--- src/alfcr_pkg.sv ---
// package for the accumulator load from control register decoder
package alfcr_pkg;
    // ==========================================================
    // opcodes
    localparam logic [9:0] OP_ADC_CTRL_B   = 10'h245;
    localparam logic [9:0] OP_ADC_CTRL_C   = 10'h246;
    localparam logic [9:0] OP_STACK_PTR    = 10'h050;
    localparam logic [9:0] OP_IRQ_CTRL_A   = 10'h054;
    localparam logic [9:0] OP_IRQ_CTRL_B   = 10'h055;
    localparam logic [9:0] OP_TIMER_CTRL_A = 10'h24B;
    localparam logic [9:0] OP_TIMER_CTRL_B = 10'h24C;
    localparam logic [9:0] OP_TIMER_CTRL_C = 10'h24D;
    // ==========================================================
    // register map
    localparam logic [3:0] ADDR_CTRL      = 4'h0;
    localparam logic [3:0] ADDR_TIMER_OP  = 4'h4;
    localparam logic [3:0] ADDR_STATUS    = 4'h8;
    localparam int         CTRL_EN_BIT    = 0;
    localparam logic       CTRL_EN_RST    = 1'b1;
    localparam int         ST_VAL_LSB     = 0;
    localparam int         ST_SRC_LSB     = 4;
    localparam int         ST_CNT_LSB     = 16;
    localparam logic [1:0] RESP_OKAY      = 2'h0;
    localparam logic [1:0] RESP_SLVERR    = 2'h2;
    // ==========================================================
    // types
    typedef struct packed {
        logic [3:0] adc_ctrl_b;
        logic [3:0] adc_ctrl_c;
        logic [3:0] irq_ctrl_a;
        logic [3:0] irq_ctrl_b;
        logic [3:0] timer_ctrl_a;
        logic [3:0] timer_ctrl_b;
        logic [3:0] timer_ctrl_c;
        logic [2:0] stack_pointer;
    } alfcr_src_t;

    typedef enum logic [3:0] {
        SRC_NONE         = 4'b0000,
        SRC_ADC_CTRL_B   = 4'b0001,
        SRC_ADC_CTRL_C   = 4'b0010,
        SRC_STACK_PTR    = 4'b0011,
        SRC_IRQ_CTRL_A   = 4'b0100,
        SRC_IRQ_CTRL_B   = 4'b0101,
        SRC_TIMER_CTRL_A = 4'b0110,
        SRC_TIMER_CTRL_B = 4'b0111,
        SRC_TIMER_CTRL_C = 4'b1000
    } alfcr_sel_t;
endpackage
--- src/alfcr_decoder.sv ---
// decoder and executor of the accumulator load from control register instructions
`timescale 1ns/100ps
`default_nettype none
// Notes on behaviour
// - opcode 245h loads adc_ctrl_b into accumulator, one cycle, no carry, no skip
// - opcode 246h loads adc_ctrl_c into accumulator, one cycle, no carry, no skip
// - opcode 050h loads stack_pointer into accumulator bits 2..0, one cycle
// - stack pointer load writes zero into accumulator bit 3
// - opcode 054h loads irq_ctrl_a into accumulator, one cycle, no carry, no skip
// - opcode 055h loads irq_ctrl_b into accumulator, one cycle, no carry, no skip
// - opcode 24Bh loads timer_ctrl_a into accumulator, one cycle, no carry, no skip
// - opcode 24Ch loads timer_ctrl_b into accumulator, one cycle, no carry, no skip
// - a programmable opcode loads timer_ctrl_c into accumulator, one cycle
module alfcr_decoder (
    input  wire logic                 clock_i,
    input  wire logic                 rst_n_i,
    input  wire logic [9:0]           instr_i,
    input  wire logic                 instr_valid_i,
    input  wire alfcr_pkg::alfcr_src_t src_i,
    output logic                      acc_we_o,
    output logic [3:0]                acc_data_o,
    output logic                      carry_we_o,
    output logic                      skip_o,
    input  wire logic [3:0]           s_axi_awaddr_i,
    input  wire logic                 s_axi_awvalid_i,
    output logic                      s_axi_awready_o,
    input  wire logic [31:0]          s_axi_wdata_i,
    input  wire logic [3:0]           s_axi_wstrb_i,
    input  wire logic                 s_axi_wvalid_i,
    output logic                      s_axi_wready_o,
    output logic [1:0]                s_axi_bresp_o,
    output logic                      s_axi_bvalid_o,
    input  wire logic                 s_axi_bready_i,
    input  wire logic [3:0]           s_axi_araddr_i,
    input  wire logic                 s_axi_arvalid_i,
    output logic                      s_axi_arready_o,
    output logic [31:0]               s_axi_rdata_o,
    output logic [1:0]                s_axi_rresp_o,
    output logic                      s_axi_rvalid_o,
    input  wire logic                 s_axi_rready_i
);
    // ==========================================================
    // decode
    function automatic alfcr_pkg::alfcr_sel_t decode(input logic [9:0] op, input logic [9:0] tc_op);
        alfcr_pkg::alfcr_sel_t s;
        s = alfcr_pkg::SRC_NONE;
        if (op == tc_op) begin
            s = alfcr_pkg::SRC_TIMER_CTRL_C;
        end else begin
            unique case (op)
                alfcr_pkg::OP_ADC_CTRL_B:   s = alfcr_pkg::SRC_ADC_CTRL_B;
                alfcr_pkg::OP_ADC_CTRL_C:   s = alfcr_pkg::SRC_ADC_CTRL_C;
                alfcr_pkg::OP_STACK_PTR:    s = alfcr_pkg::SRC_STACK_PTR;
                alfcr_pkg::OP_IRQ_CTRL_A:   s = alfcr_pkg::SRC_IRQ_CTRL_A;
                alfcr_pkg::OP_IRQ_CTRL_B:   s = alfcr_pkg::SRC_IRQ_CTRL_B;
                alfcr_pkg::OP_TIMER_CTRL_A: s = alfcr_pkg::SRC_TIMER_CTRL_A;
                alfcr_pkg::OP_TIMER_CTRL_B: s = alfcr_pkg::SRC_TIMER_CTRL_B;
                default:                    s = alfcr_pkg::SRC_NONE;
            endcase
        end
        return s;
    endfunction

    // ==========================================================
    // state
    logic                  en_reg, en_next;
    logic [9:0]            tc_op_reg, tc_op_next;
    logic                  acc_we_reg, acc_we_next;
    logic [3:0]            acc_data_reg, acc_data_next;
    alfcr_pkg::alfcr_sel_t last_src_reg, last_src_next;
    logic [15:0]           cnt_reg, cnt_next;
    logic                  aw_full_reg, aw_full_next;
    logic [3:0]            aw_addr_reg, aw_addr_next;
    logic                  w_full_reg, w_full_next;
    logic [31:0]           w_data_reg, w_data_next;
    logic [3:0]            w_strb_reg, w_strb_next;
    logic                  bvalid_reg, bvalid_next;
    logic [1:0]            bresp_reg, bresp_next;
    logic                  rvalid_reg, rvalid_next;
    logic [1:0]            rresp_reg, rresp_next;
    logic [31:0]           rdata_reg, rdata_next;
    alfcr_pkg::alfcr_sel_t sel;
    logic                  do_wr;

    // ==========================================================
    // execute
    always_comb begin
        sel           = decode(instr_i, tc_op_reg);
        acc_we_next   = 1'b0;
        acc_data_next = acc_data_reg;
        last_src_next = last_src_reg;
        cnt_next      = cnt_reg;
        if (instr_valid_i && en_reg && sel != alfcr_pkg::SRC_NONE) begin
            acc_we_next   = 1'b1;
            last_src_next = sel;
            cnt_next      = cnt_reg + 16'h0001;
            unique case (sel)
                alfcr_pkg::SRC_ADC_CTRL_B:   acc_data_next = src_i.adc_ctrl_b;
                alfcr_pkg::SRC_ADC_CTRL_C:   acc_data_next = src_i.adc_ctrl_c;
                alfcr_pkg::SRC_STACK_PTR:    acc_data_next = {1'b0, src_i.stack_pointer};
                alfcr_pkg::SRC_IRQ_CTRL_A:   acc_data_next = src_i.irq_ctrl_a;
                alfcr_pkg::SRC_IRQ_CTRL_B:   acc_data_next = src_i.irq_ctrl_b;
                alfcr_pkg::SRC_TIMER_CTRL_A: acc_data_next = src_i.timer_ctrl_a;
                alfcr_pkg::SRC_TIMER_CTRL_B: acc_data_next = src_i.timer_ctrl_b;
                alfcr_pkg::SRC_TIMER_CTRL_C: acc_data_next = src_i.timer_ctrl_c;
                default:                     acc_data_next = acc_data_reg;
            endcase
        end
    end

    // ==========================================================
    // register bus
    always_comb begin
        en_next      = en_reg;
        tc_op_next   = tc_op_reg;
        aw_full_next = aw_full_reg;
        aw_addr_next = aw_addr_reg;
        w_full_next  = w_full_reg;
        w_data_next  = w_data_reg;
        w_strb_next  = w_strb_reg;
        bvalid_next  = bvalid_reg;
        bresp_next   = bresp_reg;
        rvalid_next  = rvalid_reg;
        rresp_next   = rresp_reg;
        rdata_next   = rdata_reg;
        do_wr        = aw_full_reg && w_full_reg && !bvalid_reg;
        if (s_axi_awvalid_i && !aw_full_reg) begin
            aw_full_next = 1'b1;
            aw_addr_next = s_axi_awaddr_i;
        end
        if (s_axi_wvalid_i && !w_full_reg) begin
            w_full_next = 1'b1;
            w_data_next = s_axi_wdata_i;
            w_strb_next = s_axi_wstrb_i;
        end
        if (do_wr) begin
            aw_full_next = 1'b0;
            w_full_next  = 1'b0;
            bvalid_next  = 1'b1;
            bresp_next   = alfcr_pkg::RESP_OKAY;
            unique case (aw_addr_reg)
                alfcr_pkg::ADDR_CTRL: begin
                    if (w_strb_reg[0]) begin
                        en_next = w_data_reg[alfcr_pkg::CTRL_EN_BIT];
                    end
                end
                alfcr_pkg::ADDR_TIMER_OP: begin
                    if (w_strb_reg[0]) begin
                        tc_op_next[7:0] = w_data_reg[7:0];
                    end
                    if (w_strb_reg[1]) begin
                        tc_op_next[9:8] = w_data_reg[9:8];
                    end
                end
                alfcr_pkg::ADDR_STATUS: bresp_next = alfcr_pkg::RESP_OKAY;
                default:                bresp_next = alfcr_pkg::RESP_SLVERR;
            endcase
        end else if (bvalid_reg && s_axi_bready_i) begin
            bvalid_next = 1'b0;
        end
        if (rvalid_reg) begin
            if (s_axi_rready_i) begin
                rvalid_next = 1'b0;
            end
        end else if (s_axi_arvalid_i) begin
            rvalid_next = 1'b1;
            rresp_next  = alfcr_pkg::RESP_OKAY;
            rdata_next  = 32'h00000000;
            unique case (s_axi_araddr_i)
                alfcr_pkg::ADDR_CTRL:     rdata_next[alfcr_pkg::CTRL_EN_BIT] = en_reg;
                alfcr_pkg::ADDR_TIMER_OP: rdata_next[9:0] = tc_op_reg;
                alfcr_pkg::ADDR_STATUS: begin
                    rdata_next[alfcr_pkg::ST_VAL_LSB +: 4]  = acc_data_reg;
                    rdata_next[alfcr_pkg::ST_SRC_LSB +: 4]  = last_src_reg;
                    rdata_next[alfcr_pkg::ST_CNT_LSB +: 16] = cnt_reg;
                end
                default:                  rresp_next = alfcr_pkg::RESP_SLVERR;
            endcase
        end
    end

    // ==========================================================
    // registers
    always_ff @(posedge clock_i or negedge rst_n_i) begin
        if (!rst_n_i) begin
            en_reg       <= alfcr_pkg::CTRL_EN_RST;
            tc_op_reg    <= alfcr_pkg::OP_TIMER_CTRL_C;
            acc_we_reg   <= 1'b0;
            acc_data_reg <= 4'h0;
            last_src_reg <= alfcr_pkg::SRC_NONE;
            cnt_reg      <= 16'h0000;
            aw_full_reg  <= 1'b0;
            aw_addr_reg  <= 4'h0;
            w_full_reg   <= 1'b0;
            w_data_reg   <= 32'h00000000;
            w_strb_reg   <= 4'h0;
            bvalid_reg   <= 1'b0;
            bresp_reg    <= 2'h0;
            rvalid_reg   <= 1'b0;
            rresp_reg    <= 2'h0;
            rdata_reg    <= 32'h00000000;
        end else begin
            en_reg       <= en_next;
            tc_op_reg    <= tc_op_next;
            acc_we_reg   <= acc_we_next;
            acc_data_reg <= acc_data_next;
            last_src_reg <= last_src_next;
            cnt_reg      <= cnt_next;
            aw_full_reg  <= aw_full_next;
            aw_addr_reg  <= aw_addr_next;
            w_full_reg   <= w_full_next;
            w_data_reg   <= w_data_next;
            w_strb_reg   <= w_strb_next;
            bvalid_reg   <= bvalid_next;
            bresp_reg    <= bresp_next;
            rvalid_reg   <= rvalid_next;
            rresp_reg    <= rresp_next;
            rdata_reg    <= rdata_next;
        end
    end

    // ==========================================================
    // outputs
    assign acc_we_o        = acc_we_reg;
    assign acc_data_o      = acc_data_reg;
    assign carry_we_o      = 1'b0;
    assign skip_o          = 1'b0;
    assign s_axi_awready_o = !aw_full_reg;
    assign s_axi_wready_o  = !w_full_reg;
    assign s_axi_bvalid_o  = bvalid_reg;
    assign s_axi_bresp_o   = bresp_reg;
    assign s_axi_arready_o = !rvalid_reg;
    assign s_axi_rvalid_o  = rvalid_reg;
    assign s_axi_rresp_o   = rresp_reg;
    assign s_axi_rdata_o   = rdata_reg;
endmodule
`default_nettype wire

--- config.mk ---
export PLATFORM = sky130hd
export DESIGN_NAME = alfcr_decoder
export DESIGN_NICKNAME = d
export VERILOG_FILES = /design/src/alfcr_pkg.sv /design/src/alfcr_decoder.sv
export SDC_FILE = /design/constraint.sdc
export NUM_CORES = 1
export LEC_CHECK = 0
export BUFFER_PORTS_ARGS = -buffer_cell sky130_fd_sc_hd__buf_2
export CORE_MARGIN = 4
export CORE_UTILIZATION = 46
export DETAILED_ROUTE_END_ITERATION = 10
export MAX_ROUTING_LAYER = met4
export PLACE_DENSITY_LB_ADDON = 0.05
export REMOVE_ABC_BUFFERS = 1
export SYNTH_ARGS = -nofsm -noshare
export SYNTH_HDL_FRONTEND = slang
export SYNTH_SLANG_ARGS = --single-unit
--- constraint.sdc ---
create_clock -name clock_i -period 2 [get_ports clock_i]
set_clock_uncertainty 0.1 [all_clocks]
set_input_delay 0.2 -clock clock_i [delete_from_list [all_inputs] [get_ports clock_i]]
set_output_delay 0.2 -clock clock_i [all_outputs]
set_load 0.01 [all_outputs]
-- Word-level counts from Yosys, hierarchy flattened
Cells that the tools add are included.
- register bits: 86
- input port bits: 93
- output and inout bits: 48
- logic and storage cells: 83
- add/subtract/negate cells: 1
- equal/unequal tests: 20
- muxes and demuxes: 19
- bitwise operators: 1
- reductions and logical operators: 25
- operators by type and width (cell ; count):
    == test 10 bit (second input constant) ; 4
    case mux 4 bit (8 select lines) ; 1
    == test 10 x 7 -> 1 bit (second input constant) ; 3
    == test 4 x 3 -> 1 bit (second input constant) ; 6
    case mux 3 bit (7 select lines) ; 1
    adder 16 x 1 -> 16 bit (second input constant) ; 1
    two-way mux 16 bit ; 1
    case mux 7 bit (2 select lines) ; 1
    == test 4 bit (second input constant) ; 3
    == test 10 bit ; 1
    two-way mux 1 bit ; 10
    AND reduction 3 bit ; 3
    == test 4 x 2 -> 1 bit (second input constant) ; 2
    zero test 4 bit ; 2
    nonzero test 8 bit ; 1
    logical AND 1 bit ; 7
    two-way mux 2 bit ; 3
    nonzero test 2 bit ; 3
    OR reduction 3 bit ; 2
    == test 4 x 1 -> 1 bit (second input constant) ; 1
    zero test 1 bit ; 4
    two-way mux 4 bit ; 1
    AND reduction 2 bit ; 2
    nonzero test 4 bit ; 1
    other kinds (2) ; 2

-- Logic depth before layout (Yosys ltp)
Gate-level depths: netlist of run 1.
- word-level depth: 6
- depth in mapped cells: 11
- gate-level depth less buffers: 7

-- Worst setup path after synthesis of run 1
No wires, ideal clock.
- kind: input -> register
- from: input port instr_i[3]
- to: register cnt_reg[3]
- setup time: 0.075 ns
- arrival: 2.228 ns
- required time: 1.825 ns
- setup slack: -0.403 ns
- stages: 11
- path buffers: 4
- cell sequence: buf_6 > or3b_1 > buf_2 > or3_4 > a211oi_4 > nand4_1 > and2_1 > buf_6 > buf_6 > nor2_4 > xor2_2
- cells in the longest elaborated chain, start to end: 5
- elaborated cells on any way between the ends: 12
- classes of those cells: eq/ne: 8; mux: 2; reduce/logical: 2
- ends and longest elaborated chain (item ; RTL line ; text):
    from (decl) ; alfcr_decoder.sv:17 ; input wire logic [9:0] instr_i,
    == test 10 bit / == test 10 x 7 -> 1 bit (equally long branches) ; alfcr_decoder.sv:50 ; unique case (op)
    case mux 3 bit (7 select lines) ; alfcr_decoder.sv:50 ;
    two-way mux 4 bit * ; alfcr_decoder.sv:47 ; if (op == tc_op) begin
    nonzero test 4 bit * ; alfcr_decoder.sv:93 ; if (instr_valid_i && en_reg && sel != alfcr_pkg::SRC_NONE) begin
    logical AND 1 bit * ; alfcr_decoder.sv:93 ;
    to (signal assigned) ; alfcr_decoder.sv:208 ; cnt_reg <= cnt_next;
    to (decl) ; alfcr_decoder.sv:71 ; logic [15:0] cnt_reg, cnt_next;
Mark *: on every way between the ends. The rest lies on a longest branch, timed or not.
A chain may end at the register's enable or synchronous reset.

-- Worst setup path in the final report of run 1
- from: register tc_op_reg[6]
- to: register cnt_reg[6]
- cells in the longest elaborated chain, start to end: 4
- ends and longest elaborated chain (item ; RTL line ; text):
    from (decl) ; alfcr_decoder.sv:67 ; logic [9:0] tc_op_reg, tc_op_next;
    from (signal assigned) ; alfcr_decoder.sv:187 ; tc_op_reg <= alfcr_pkg::OP_TIMER_CTRL_C;
    from (signal assigned) ; alfcr_decoder.sv:204 ; tc_op_reg <= tc_op_next;
    == test 10 bit ; alfcr_decoder.sv:47 ;
    two-way mux 4 bit ; alfcr_decoder.sv:47 ;
    nonzero test 4 bit ; alfcr_decoder.sv:93 ;
    logical AND 1 bit ; alfcr_decoder.sv:93 ;
Every way passes these cells.

==> results of run 1 <==
critical path: stages (launching register included):
cell and delay (ns):
dfstp_2 0.55, xnor2_1 0.11, nand4_1 0.16, nor4_4 0.26
o21bai_1 0.11, buf_4 0.16, o21ai_4 0.07, buf_6 0.16
nand4_1 0.11, xnor2_1 0.14
cells in the final DEF (no fill, tap or decap), types with 4 or more instances in the layout:
| cell | netlist | routed |
|---|---|---|
| xor2_1 | 6 | 5 |
| nor3_2 | 6 | 4 |
| conb_1 | 1 | 10 |
| a21oi_1 | 11 | 8 |
| clkbuf_8 | 0 | 9 |
| mux2i_1 | 8 | 8 |
| buf_2 | 3 | 105 |
| xnor2_1 | 19 | 18 |
| inv_1 | 8 | 8 |
| nor2_1 | 12 | 11 |
| o21ai_0 | 40 | 37 |
| dfstp_2 | 6 | 6 |
| a211oi_1 | 5 | 5 |
| mux2_2 | 28 | 28 |
| buf_4 | 10 | 55 |
| a22oi_1 | 7 | 7 |
| dfrtp_1 | 78 | 78 |
| nand4_1 | 7 | 7 |
| dlygate4sd3_1 | 0 | 21 |
| and3_1 | 6 | 6 |
| o21a_1 | 4 | 4 |
| nand2_1 | 75 | 70 |
| nand3_1 | 11 | 11 |
| nand2_2 | 0 | 5 |
| buf_6 | 3 | 5 |
routing by layer:
layer | global-route usage [%] | vias up
met5 | - | -
met4 | 5.32 | 0
met3 | 3.85 | 11
met2 | 35.8 | 92
met1 | 27.2 | 1762
li1 | - | 1798
cell type report:
class	instances	area, µm²	share of cell area (%)
Multi-Input combinational cell	305	2100	36.1
Clock buffer	10	128	2.20
Clock inverter	6	71.3	1.23
Tap cell	108	135	2.33
Inverter	8	30.0	0.517
Sequential cell	84	2110	36.3
Timing Repair Buffer	188	1240	21.3
what timing repair did:
item,4_1_cts,5_1_grt
buffers inserted,2,5
resized for setup,7,28
cloned,1,0
hold buffers,20,1
hold endpoints to repair,45,1
pin swaps,7,15
setup endpoints to repair,6,24
path summary, 6_finish.rpt:
path                                          startpoint                             to  slack (ns)  cells past startpoint
setup / recovery                tc_op_reg[6]$_DFFE_PN1P_         cnt_reg[6]$_DFFE_PN0P_       -0.03                      9
hold / removal                                  src_i[3]      acc_data_o[0]$_DFFE_PN0P_        0.06                      3
setup reg to reg                tc_op_reg[6]$_DFFE_PN1P_         cnt_reg[6]$_DFFE_PN0P_       -0.03                      9
hold reg to reg            s_axi_rdata_o[18]$_DFFE_PN0P_  s_axi_rdata_o[18]$_DFFE_PN0P_        0.38                      2
max in group asynchronous                        rst_n_i       tc_op_reg[3]$_DFFE_PN1P_        0.93                      3
min in group asynchronous                        rst_n_i       s_axi_rvalid_o$_DFF_PN0_        0.24                      2
where the power goes:
group | internal, mW | switching (mW) | leakage (nW) | total [mW]
Combinational | 0.578 | 0.468 | 1.63 | 1.05
Sequential | 2.02 | 0.221 | 1.09 | 2.24
Clock | 0.594 | 0.654 | 0.0992 | 1.25
Total | 3.19 | 1.34 | 2.82 | 4.54
cells by family (layout without fill, tap and decap cells):
kind of cell	Yosys count	count (layout)	share of synthesized area, %
xor gates and xnor gates	27	27	5.91
and+or+nand+nor	148	148	18.0
muxes	37	37	9.83
adders and majority gates	1	1	0.294
AOI/OAI and AO/OA	82	82	11.7
other	1	10	0.0882
buffers and inverters	35	212	4.59
DFF	84	84	49.6
stage by stage:
step	worst slack, ns	util (%)	hold slack, ns	setup TNS (ns)
6_report	-0.0300	65.7	0.0595	-0.0345
5_1_grt	-0.156	65.7	0.0519	-2.05
4_1_cts	-0.0284	64.1	0.00233	-0.0456
3_5_place_dp	-0.422	59.3	0.0694	-6.54
3_3_place_gp	-0.310	59.3	0.0654	-6.16
2_1_floorplan	-0.967	-	-0.196	-34.93
==> impl_metrics.tcl, run 1 <==
set metrics [dict create \
    clk_pin_slew_worst_paths_ns 0.09 \
    grt-ovfl-total 0 \
    crit_path_end_kind "register" \
    drt_wl_total_mm 11.2 \
    placed_cells 666 \
    synthFlopType "dfrtp_1" \
    cts-root-buf "clkbuf_8" \
    p_leak_nw 2.82 \
    period_minus_slack_ns 2.03 \
    final_cells 709 \
    worstPathRequired_ns 2.14 \
    fp.dieW_um 104 \
    synthTopCellsByCount "dfrtp_1 (78), nand2_1 (75), o21ai_0 (40)" \
    rsz0062_at_grt "true" \
    postLayoutCellArea_mm2 0.00581 \
    ys_seq_area_share_pct 49.6 \
    max_freq_mhz 493 \
    worstPathArrival_ns 2.17 \
    ys_warn_count 0 \
    design.core.area_mm2 0.00885 \
    wl_met3_um 496 \
    place_congestion 0.895 \
    clk_path_buf_depth 2 \
    grt_pass1_wl_mm 18.4 \
    floorplan.rows 34 \
    p_total_mw 4.54 \
    setup_viol 2 \
    n_antenna_cell 0 \
    die-area_mm2 0.0108 \
    syn_area_per_cell_um2 10.2 \
    nNetsFinal 690 \
    synthToLayoutAreaGrowth_pct 36.6 \
    vdd_drop_max_mv 0.654 \
    io_buffers 106 \
    htreeDepth 3 \
    cts.sinks 84 \
    postPlaceCellArea_mm2 0.00525 \
    cp_max_fo 6 \
    wl_per_cell_um 15.7 \
    synth_seq_cells 84 \
    powerDensity_mw_per_mm2 781 \
    status "complete, but fails checks" \
    drv_cap 0 \
    start_util_pct 48.1 \
    fin_ws_ns -0.0300 \
    wl_met1_mm 4.86 \
    grtUsageTotal_pct 21.4 \
    drc_errors 0 \
    vias 3663 \
    drtAntennaViolNets 0 \
    finalCritPeriodShare_pct 102 \
    synth_top_area_share_pct 45.9 \
    violations "negative setup slack" \
    synth.most_common_cell "dfrtp_1" \
    async_reset_ff_share_pct 100 \
    io_pins 141 \
    hp-class "in2reg" \
    synth_area_mm2 0.00425 \
    worstSetupPathType "reg2reg" \
    drt_iter0_markers 104 \
    synth_cell_types 53 \
    via_per_inst 5.17 \
    cts_tree "done" \
    cts_buffers 9 \
    cp-start-kind "register" \
    grt_max_degree 56 \
    hpwl_mm 8.43 \
    clock_latency_ns 0.35 \
    grt_pass1_vias 3685 \
    wl_met2_mm 5.70 \
    drive_above_1_share_pct 41.9 \
    yosysTopAreaCell "dfrtp_1" \
    first_pass_iters 4 \
    maxSlewViolCount 0 \
    synth_area_leaders "dfrtp_1 (46%), mux2_2 (7.4%), nand2_1 (6.6%), o21ai_0 (4.7%), xnor2_1 (3.9%)" \
    largest_register_ffs 26 \
    n_fill_cell 759 \
    hold_violations 0 \
    top_layer_used "met4" \
    synth-edff-count 0 \
    antenna_found_initial 0 \
    synthCells 415 \
    die_h_um 104 \
]
(Power assumes the default switching activity.)
==> inputs of run 2 (changes only) <==
Settings changed: CORE_ASPECT_RATIO from default to 0.7, CORE_UTILIZATION 46 to 55.
Clock period 2 ns to 2.42 ns, I/O delays scaled along.
==> run 2 against run 1 <==
  * The flow now finishes without violations
  * Wire length shrank 5.1%
  * Sequential cell count unchanged
  * Sequential power shrank 16%
  * Worst setup slack better by 0.34 ns
  * Register-to-register slack improved by 0.34 ns
  * Utilization increased by 5.0 points
  * Clock power down 18%
  * Cell count down 9.0%
  * Via count down 3.7%
  * Final area decreased by 9.7%
  * Critical endpoint is now cnt_reg[10]$_DFFE_PN0P_
  * Largest cell class unchanged
==> impl_metrics.tcl, run 2 (synthesized netlist as in run 1, its figures left out) <==
set metrics [dict create \
    postPlaceCellArea_mm2 0.00498 \
    cts-root-buf "clkbuf_8" \
    postLayoutCellArea_mm2 0.00524 \
    r2r-end "cnt_reg[10]$_DFFE_PN0P_" \
    drc_errors 0 \
    cp-startpoint "tc_op_reg[2]$_DFFE_PN1P_" \
    tns_ns 0 \
    grt_pass1_vias 3520 \
    io_buffers 106 \
    worstPathArrival_ns 2.28 \
    cp_top_family "simple AND/OR/NAND/NOR gates" \
    cp_num_buf_inv 1 \
    hold_path_depth 2 \
    path_cells "xnor2_1 -> nand4_1 -> nor4_2 -> o21bai_1 -> and2_1 -> buf_12 -> nor3_2 -> xor2_1" \
    die-area_mm2 0.00923 \
    relSlewSlack_pct 62.4 \
    cts-resized-gates 0 \
    drtAntennaViolNets 0 \
    cts_tree "done" \
    grt_pass1_wl_mm 17.5 \
    wl_per_cell_um 16.4 \
    utilization_pct 70.7 \
    cp_slowest_cell "dfstp_2" \
    worst_pin_slew_ns 0.564 \
    layout_common_cells "buf_2 (105), dfrtp_1 (78), nand2_1 (75), o21ai_0 (40), mux2_2 (28)" \
    first_pass_iters 4 \
    drive_above_1_share_pct 36.0 \
    hp-class "in2reg" \
    clock_latency_ns 0.35 \
    htreeDepth 3 \
    synthToLayoutAreaGrowth_pct 23.3 \
    post_cts_buffers 0 \
    n_fill_cell 566 \
    design.core.area_mm2 0.00742 \
    maxSlewViolCount 0 \
    max_freq_mhz 473 \
    cp-start-kind "register" \
    worstPathRequired_ns 2.59 \
    drt_iter0_markers 228 \
    setup_viol 0 \
    crit_path_end_kind "register" \
    drv_cap 0 \
    period_minus_slack_ns 2.11 \
    start_util_pct 57.3 \
    grt_max_degree 52 \
    grt-ovfl-total 0 \
    clk_path_buf_depth 2 \
    regToRegSetupSlack_ns 0.31 \
    p_leak_nw 2.51 \
    floorplan.rows 26 \
    cts.sinks 84 \
    regArea_mm2 0.00211 \
    hold_violations 0 \
    crit_cells 8 \
    n_antenna_cell 0 \
    layout_commonest_cell "buf_2" \
    die_h_um 81.6 \
    cp_max_fo 15 \
    antenna_found_initial 0 \
    vdd_drop_max_mv 0.653 \
    clk_pin_slew_worst_paths_ns 0.09 \
    worstSetupPathType "reg2reg" \
    place_congestion 0.876 \
    fp.dieW_um 113 \
    drt_wl_total_mm 10.6 \
    powerDensity_mw_per_mm2 690 \
    hpwl_mm 8.09 \
    via_per_inst 5.47 \
    vias 3528 \
    worstSetupEndpoint "cnt_reg[10]$_DFFE_PN0P_" \
    finalCritPeriodShare_pct 87.3 \
    r2r_cells 8 \
    hold_ws_ns 0.0172 \
    multi_input_area_mm2 0.00199 \
    reg2reg_from "tc_op_reg[2]$_DFFE_PN1P_" \
    nNetsFinal 636 \
    critPathMaxStageDelay_ns 0.59 \
    status "complete, no violations" \
    cts_buffers 9 \
    io_pins 141 \
    largest_register_ffs 26 \
    rsz0062_at_grt "false" \
    grtUsageTotal_pct 24.7 \
]
## run 2: cell types whose count changed in the layout (fill, tap and decap cells not counted), moves of 2 or more
| cell | change |
|---|---|
| or2_2 | +3 |
| buf_6 | -5 |
| nor3_2 | +2 |
| dlygate4sd3_1 | -15 |
| nand2_1 | +5 |
| a21oi_1 | +3 |
| or2_4 | -3 |
| buf_4 | -34 |
| nand2_2 | -5 |
| o21ai_2 | -3 |
| o21ai_0 | +3 |
| nor3_4 | -2 |
| a21oi_2 | -3 |
## run 2: how the worst min path moves through the flow
stage / from / end
2_1_floorplan: rst_n_i / acc_data_o[0]$_DFFE_PN0P_
3_3_place_gp: rst_n_i / s_axi_rresp_o[1]$_DFFE_PN0P_
3_5_place_dp: rst_n_i / s_axi_rdata_o[20]$_DFFE_PN0P_
4_1_cts: s_axi_wstrb_i[0] / w_strb_reg[0]$_DFFE_PN0P_
5_1_grt: s_axi_wstrb_i[0] / w_strb_reg[0]$_DFFE_PN0P_
6_report: s_axi_wstrb_i[0] / w_strb_reg[0]$_DFFE_PN0P_
## run 2: where the power goes
group | switching (mW) | internal, mW | leakage (nW)
Combinational | 0.335 | 0.382 | 1.32
Sequential | 0.203 | 1.67 | 1.09
Clock | 0.533 | 0.493 | 0.103
Total | 1.07 | 2.55 | 2.51
## run 2: area by class of cell
| type | count | area share (%) |
|---|---|---|
| Timing Repair Buffer | 134 | 14.9 |
| Clock inverter | 7 | 1.53 |
| Sequential cell | 84 | 40.2 |
| Inverter | 8 | 0.573 |
| Multi-Input combinational cell | 305 | 38.0 |
| Clock buffer | 9 | 2.36 |
| Tap cell | 98 | 2.34 |
## run 2: layer usage
metal,track usage (%),up-vias,routed length [µm]
li1,-,1695,-
met1,34.1,1710,5190
met2,37.9,113,4650
met3,5.01,10,674
met4,6.12,0,76
met5,-,-,0
## run 2: stage by stage
step           std cells  worst slack (ns)  power, mW
4_1_cts              645             0.297       3.65
6_report             645             0.308       3.62
3_3_place_gp         623          -0.00169       2.57
5_1_grt              645             0.138       3.82
3_5_place_dp         623           -0.0318       2.61
2_1_floorplan        397            -0.547       2.28
## run 2: timing repair
| action | CTS | global route |
|---|---|---|
| hold endpoints to repair | 48 | 0 |
| hold buffers | 6 | 0 |
| setup endpoints to repair | 0 | 0 |
==> inputs of run 3 (changes only) <==
Settings changed: CTS_BUF_LIST from default to sky130_fd_sc_hd__clkbuf_16, GPL_ROUTABILITY_DRIVEN from default to 0.
==> run 3 against run 2 <==
  * Sequential cell count did not move
  * Critical path depth is the same
  * Critical path type unchanged
  * Highest routed layer unchanged
  * Worst setup slack got worse by 0.072 ns
  * Sequential share of layout area down 0.74 points
  * Total power up 11%
  * Cell count fell by 0.16%
==> impl_metrics.tcl, run 3 (synthesized netlist as in run 1, its figures left out) <==
set metrics [dict create \
    status "complete, no violations" \
    regToRegSetupSlack_ns 0.24 \
    drv_cap 0 \
    worst_pin_slew_ns 0.531 \
    hpwl_mm 7.47 \
    r2r-end "cnt_reg[7]$_DFFE_PN0P_" \
    cts_tree "done" \
    postLayoutCellArea_mm2 0.00534 \
    htreeDepth 3 \
    clock_latency_ns 0.33 \
    antenna_found_initial 0 \
    hold_ws_ns 0.0213 \
    period_minus_slack_ns 2.18 \
    cts-hold-fix-buffers 3 \
    drive_above_1_share_pct 36.1 \
    worstPathRequired_ns 2.57 \
    largest_register_ffs 26 \
    maxSlewViolCount 0 \
    fin_ws_ns 0.236 \
    synthToLayoutAreaGrowth_pct 25.6 \
    relSlewSlack_pct 64.6 \
    clk_pin_slew_worst_paths_ns 0.06 \
    drt_iter0_markers 202 \
    grt-ovfl-total 0 \
    die-area_mm2 0.00923 \
    cp_max_fo 15 \
    cts.sinks 84 \
    worstSetupPathType "reg2reg" \
    cts_buffers 9 \
    vdd_drop_max_mv 0.625 \
    reg2reg_from "tc_op_reg[6]$_DFFE_PN1P_" \
    hp-class "in2reg" \
    n_antenna_cell 0 \
    p_leak_nw 2.56 \
    hold_path_depth 2 \
    layout_common_cells "buf_2 (105), dfrtp_1 (78), nand2_1 (75), o21ai_0 (40), mux2_2 (28)" \
    n_fill_cell 567 \
    grtUsageTotal_pct 23.6 \
    post_cts_buffers 0 \
    cp-start-kind "register" \
    multi_input_area_mm2 0.00199 \
    cts-resized-gates 0 \
    cts-root-buf "clkbuf_16" \
    hold_violations 0 \
    final_cells 644 \
    rsz0062_at_grt "false" \
    drc_errors 0 \
    max_freq_mhz 458 \
    grt_pass1_vias 3438 \
    place_ws_ns 0.00607 \
    vias 3485 \
    utilization_pct 72.0 \
    hp-start "s_axi_awvalid_i" \
    io_buffers 106 \
    wl_per_cell_um 15.5 \
    regArea_mm2 0.00211 \
    placed_cells 625 \
    io_pins 141 \
    start_util_pct 57.3 \
    nNetsFinal 635 \
    worstPathArrival_ns 2.34 \
    grt_max_degree 56 \
    worst_hold_path.endpoint "aw_full_reg$_DFFE_PN0P_" \
    layout_commonest_cell "buf_2" \
    floorplan.rows 26 \
    drtAntennaViolNets 0 \
    grt_pass1_wl_mm 16.7 \
    design.core.area_mm2 0.00742 \
    powerDensity_mw_per_mm2 755 \
    die_h_um 81.6 \
    crit_path_end_kind "register" \
    via_per_inst 5.41 \
    path_cells "xnor2_1 -> nand4_1 -> nor4_2 -> o21bai_1 -> and2_1 -> buf_12 -> nor3_2 -> xor2_1" \
    cp_slowest_cell "dfstp_2" \
    fp.dieW_um 113 \
    postPlaceCellArea_mm2 0.00499 \
    finalCritPeriodShare_pct 90.3 \
    setup_viol 0 \
    clk_path_buf_depth 2 \
    drt_wl_total_mm 9.96 \
    r2r_cells 8 \
    first_pass_iters 4 \
    critPathMaxStageDelay_ns 0.57 \
    cp_num_buf_inv 1 \
    cp_top_family "simple AND/OR/NAND/NOR gates" \
]
## run 3: cell types whose count changed in the layout (fill, tap and decap cells not counted), sizes merged
| cell | previous run | this run |
|---|---|---|
| buf | 128 | 130 |
| inv | 12 | 10 |
| clkinvlp | 1 | 2 |
| bufinv | 1 | 2 |
| dlygate4sd3 | 6 | 3 |
## run 3: worst max path at each step
stage / startpoint / end / slack (ns) / depth (start not counted)
after floorplan: tc_op_reg[6]$_DFFE_PN1P_ / cnt_reg[14]$_DFFE_PN0P_ / -0.55 / 7
after global placement: instr_i[0] / cnt_reg[14]$_DFFE_PN0P_ / 0.04 / 9
after detailed placement: instr_i[3] / cnt_reg[7]$_DFFE_PN0P_ / 0.006 / 9
after CTS: tc_op_reg[6]$_DFFE_PN1P_ / cnt_reg[7]$_DFFE_PN0P_ / 0.23 / 8
after global routing: tc_op_reg[6]$_DFFE_PN1P_ / cnt_reg[7]$_DFFE_PN0P_ / 0.09 / 8
final: tc_op_reg[6]$_DFFE_PN1P_ / cnt_reg[7]$_DFFE_PN0P_ / 0.24 / 8
## run 3: per-stage QoR
stage,power (mW),setup TNS (ns)
after floorplan,2.28,-15.89
after global placement,2.57,0
after detailed placement,2.61,0
after CTS,4.06,0
after global routing,4.23,0
final,4.03,0
## run 3: report_power, final
part	internal, mW	switching, mW
clock	0.900	0.545
combinational	0.380	0.335
sequential	1.68	0.196
## run 3: metal layers
| metal | vias up | global-route usage (%) | part of all wire, % |
|---|---|---|---|
| met5 | - | - | 0 |
| met4 | 0 | 6.00 | 0.71 |
| met3 | 13 | 5.52 | 8.0 |
| met2 | 134 | 34.6 | 42 |
| met1 | 1642 | 33.6 | 49 |
| li1 | 1696 | - | - |
## run 3: final cells by class
| class | instances | area share (%) |
|---|---|---|
| Inverter | 8 | 0.562 |
| Multi-Input combinational cell | 305 | 37.3 |
| Tap cell | 98 | 2.30 |
| Timing Repair Buffer | 133 | 14.4 |
| Clock buffer | 9 | 4.22 |
| Sequential cell | 84 | 39.5 |
| Clock inverter | 7 | 1.71 |
## run 3: worst register-to-register path, delay by kind of cell (launching register included)
kind	cells	cell delay (ns)
simple gates	4	0.83
flops	1	0.57
xor+xnor	2	0.29
compound gates	1	0.14
buf+inv	1	0.16
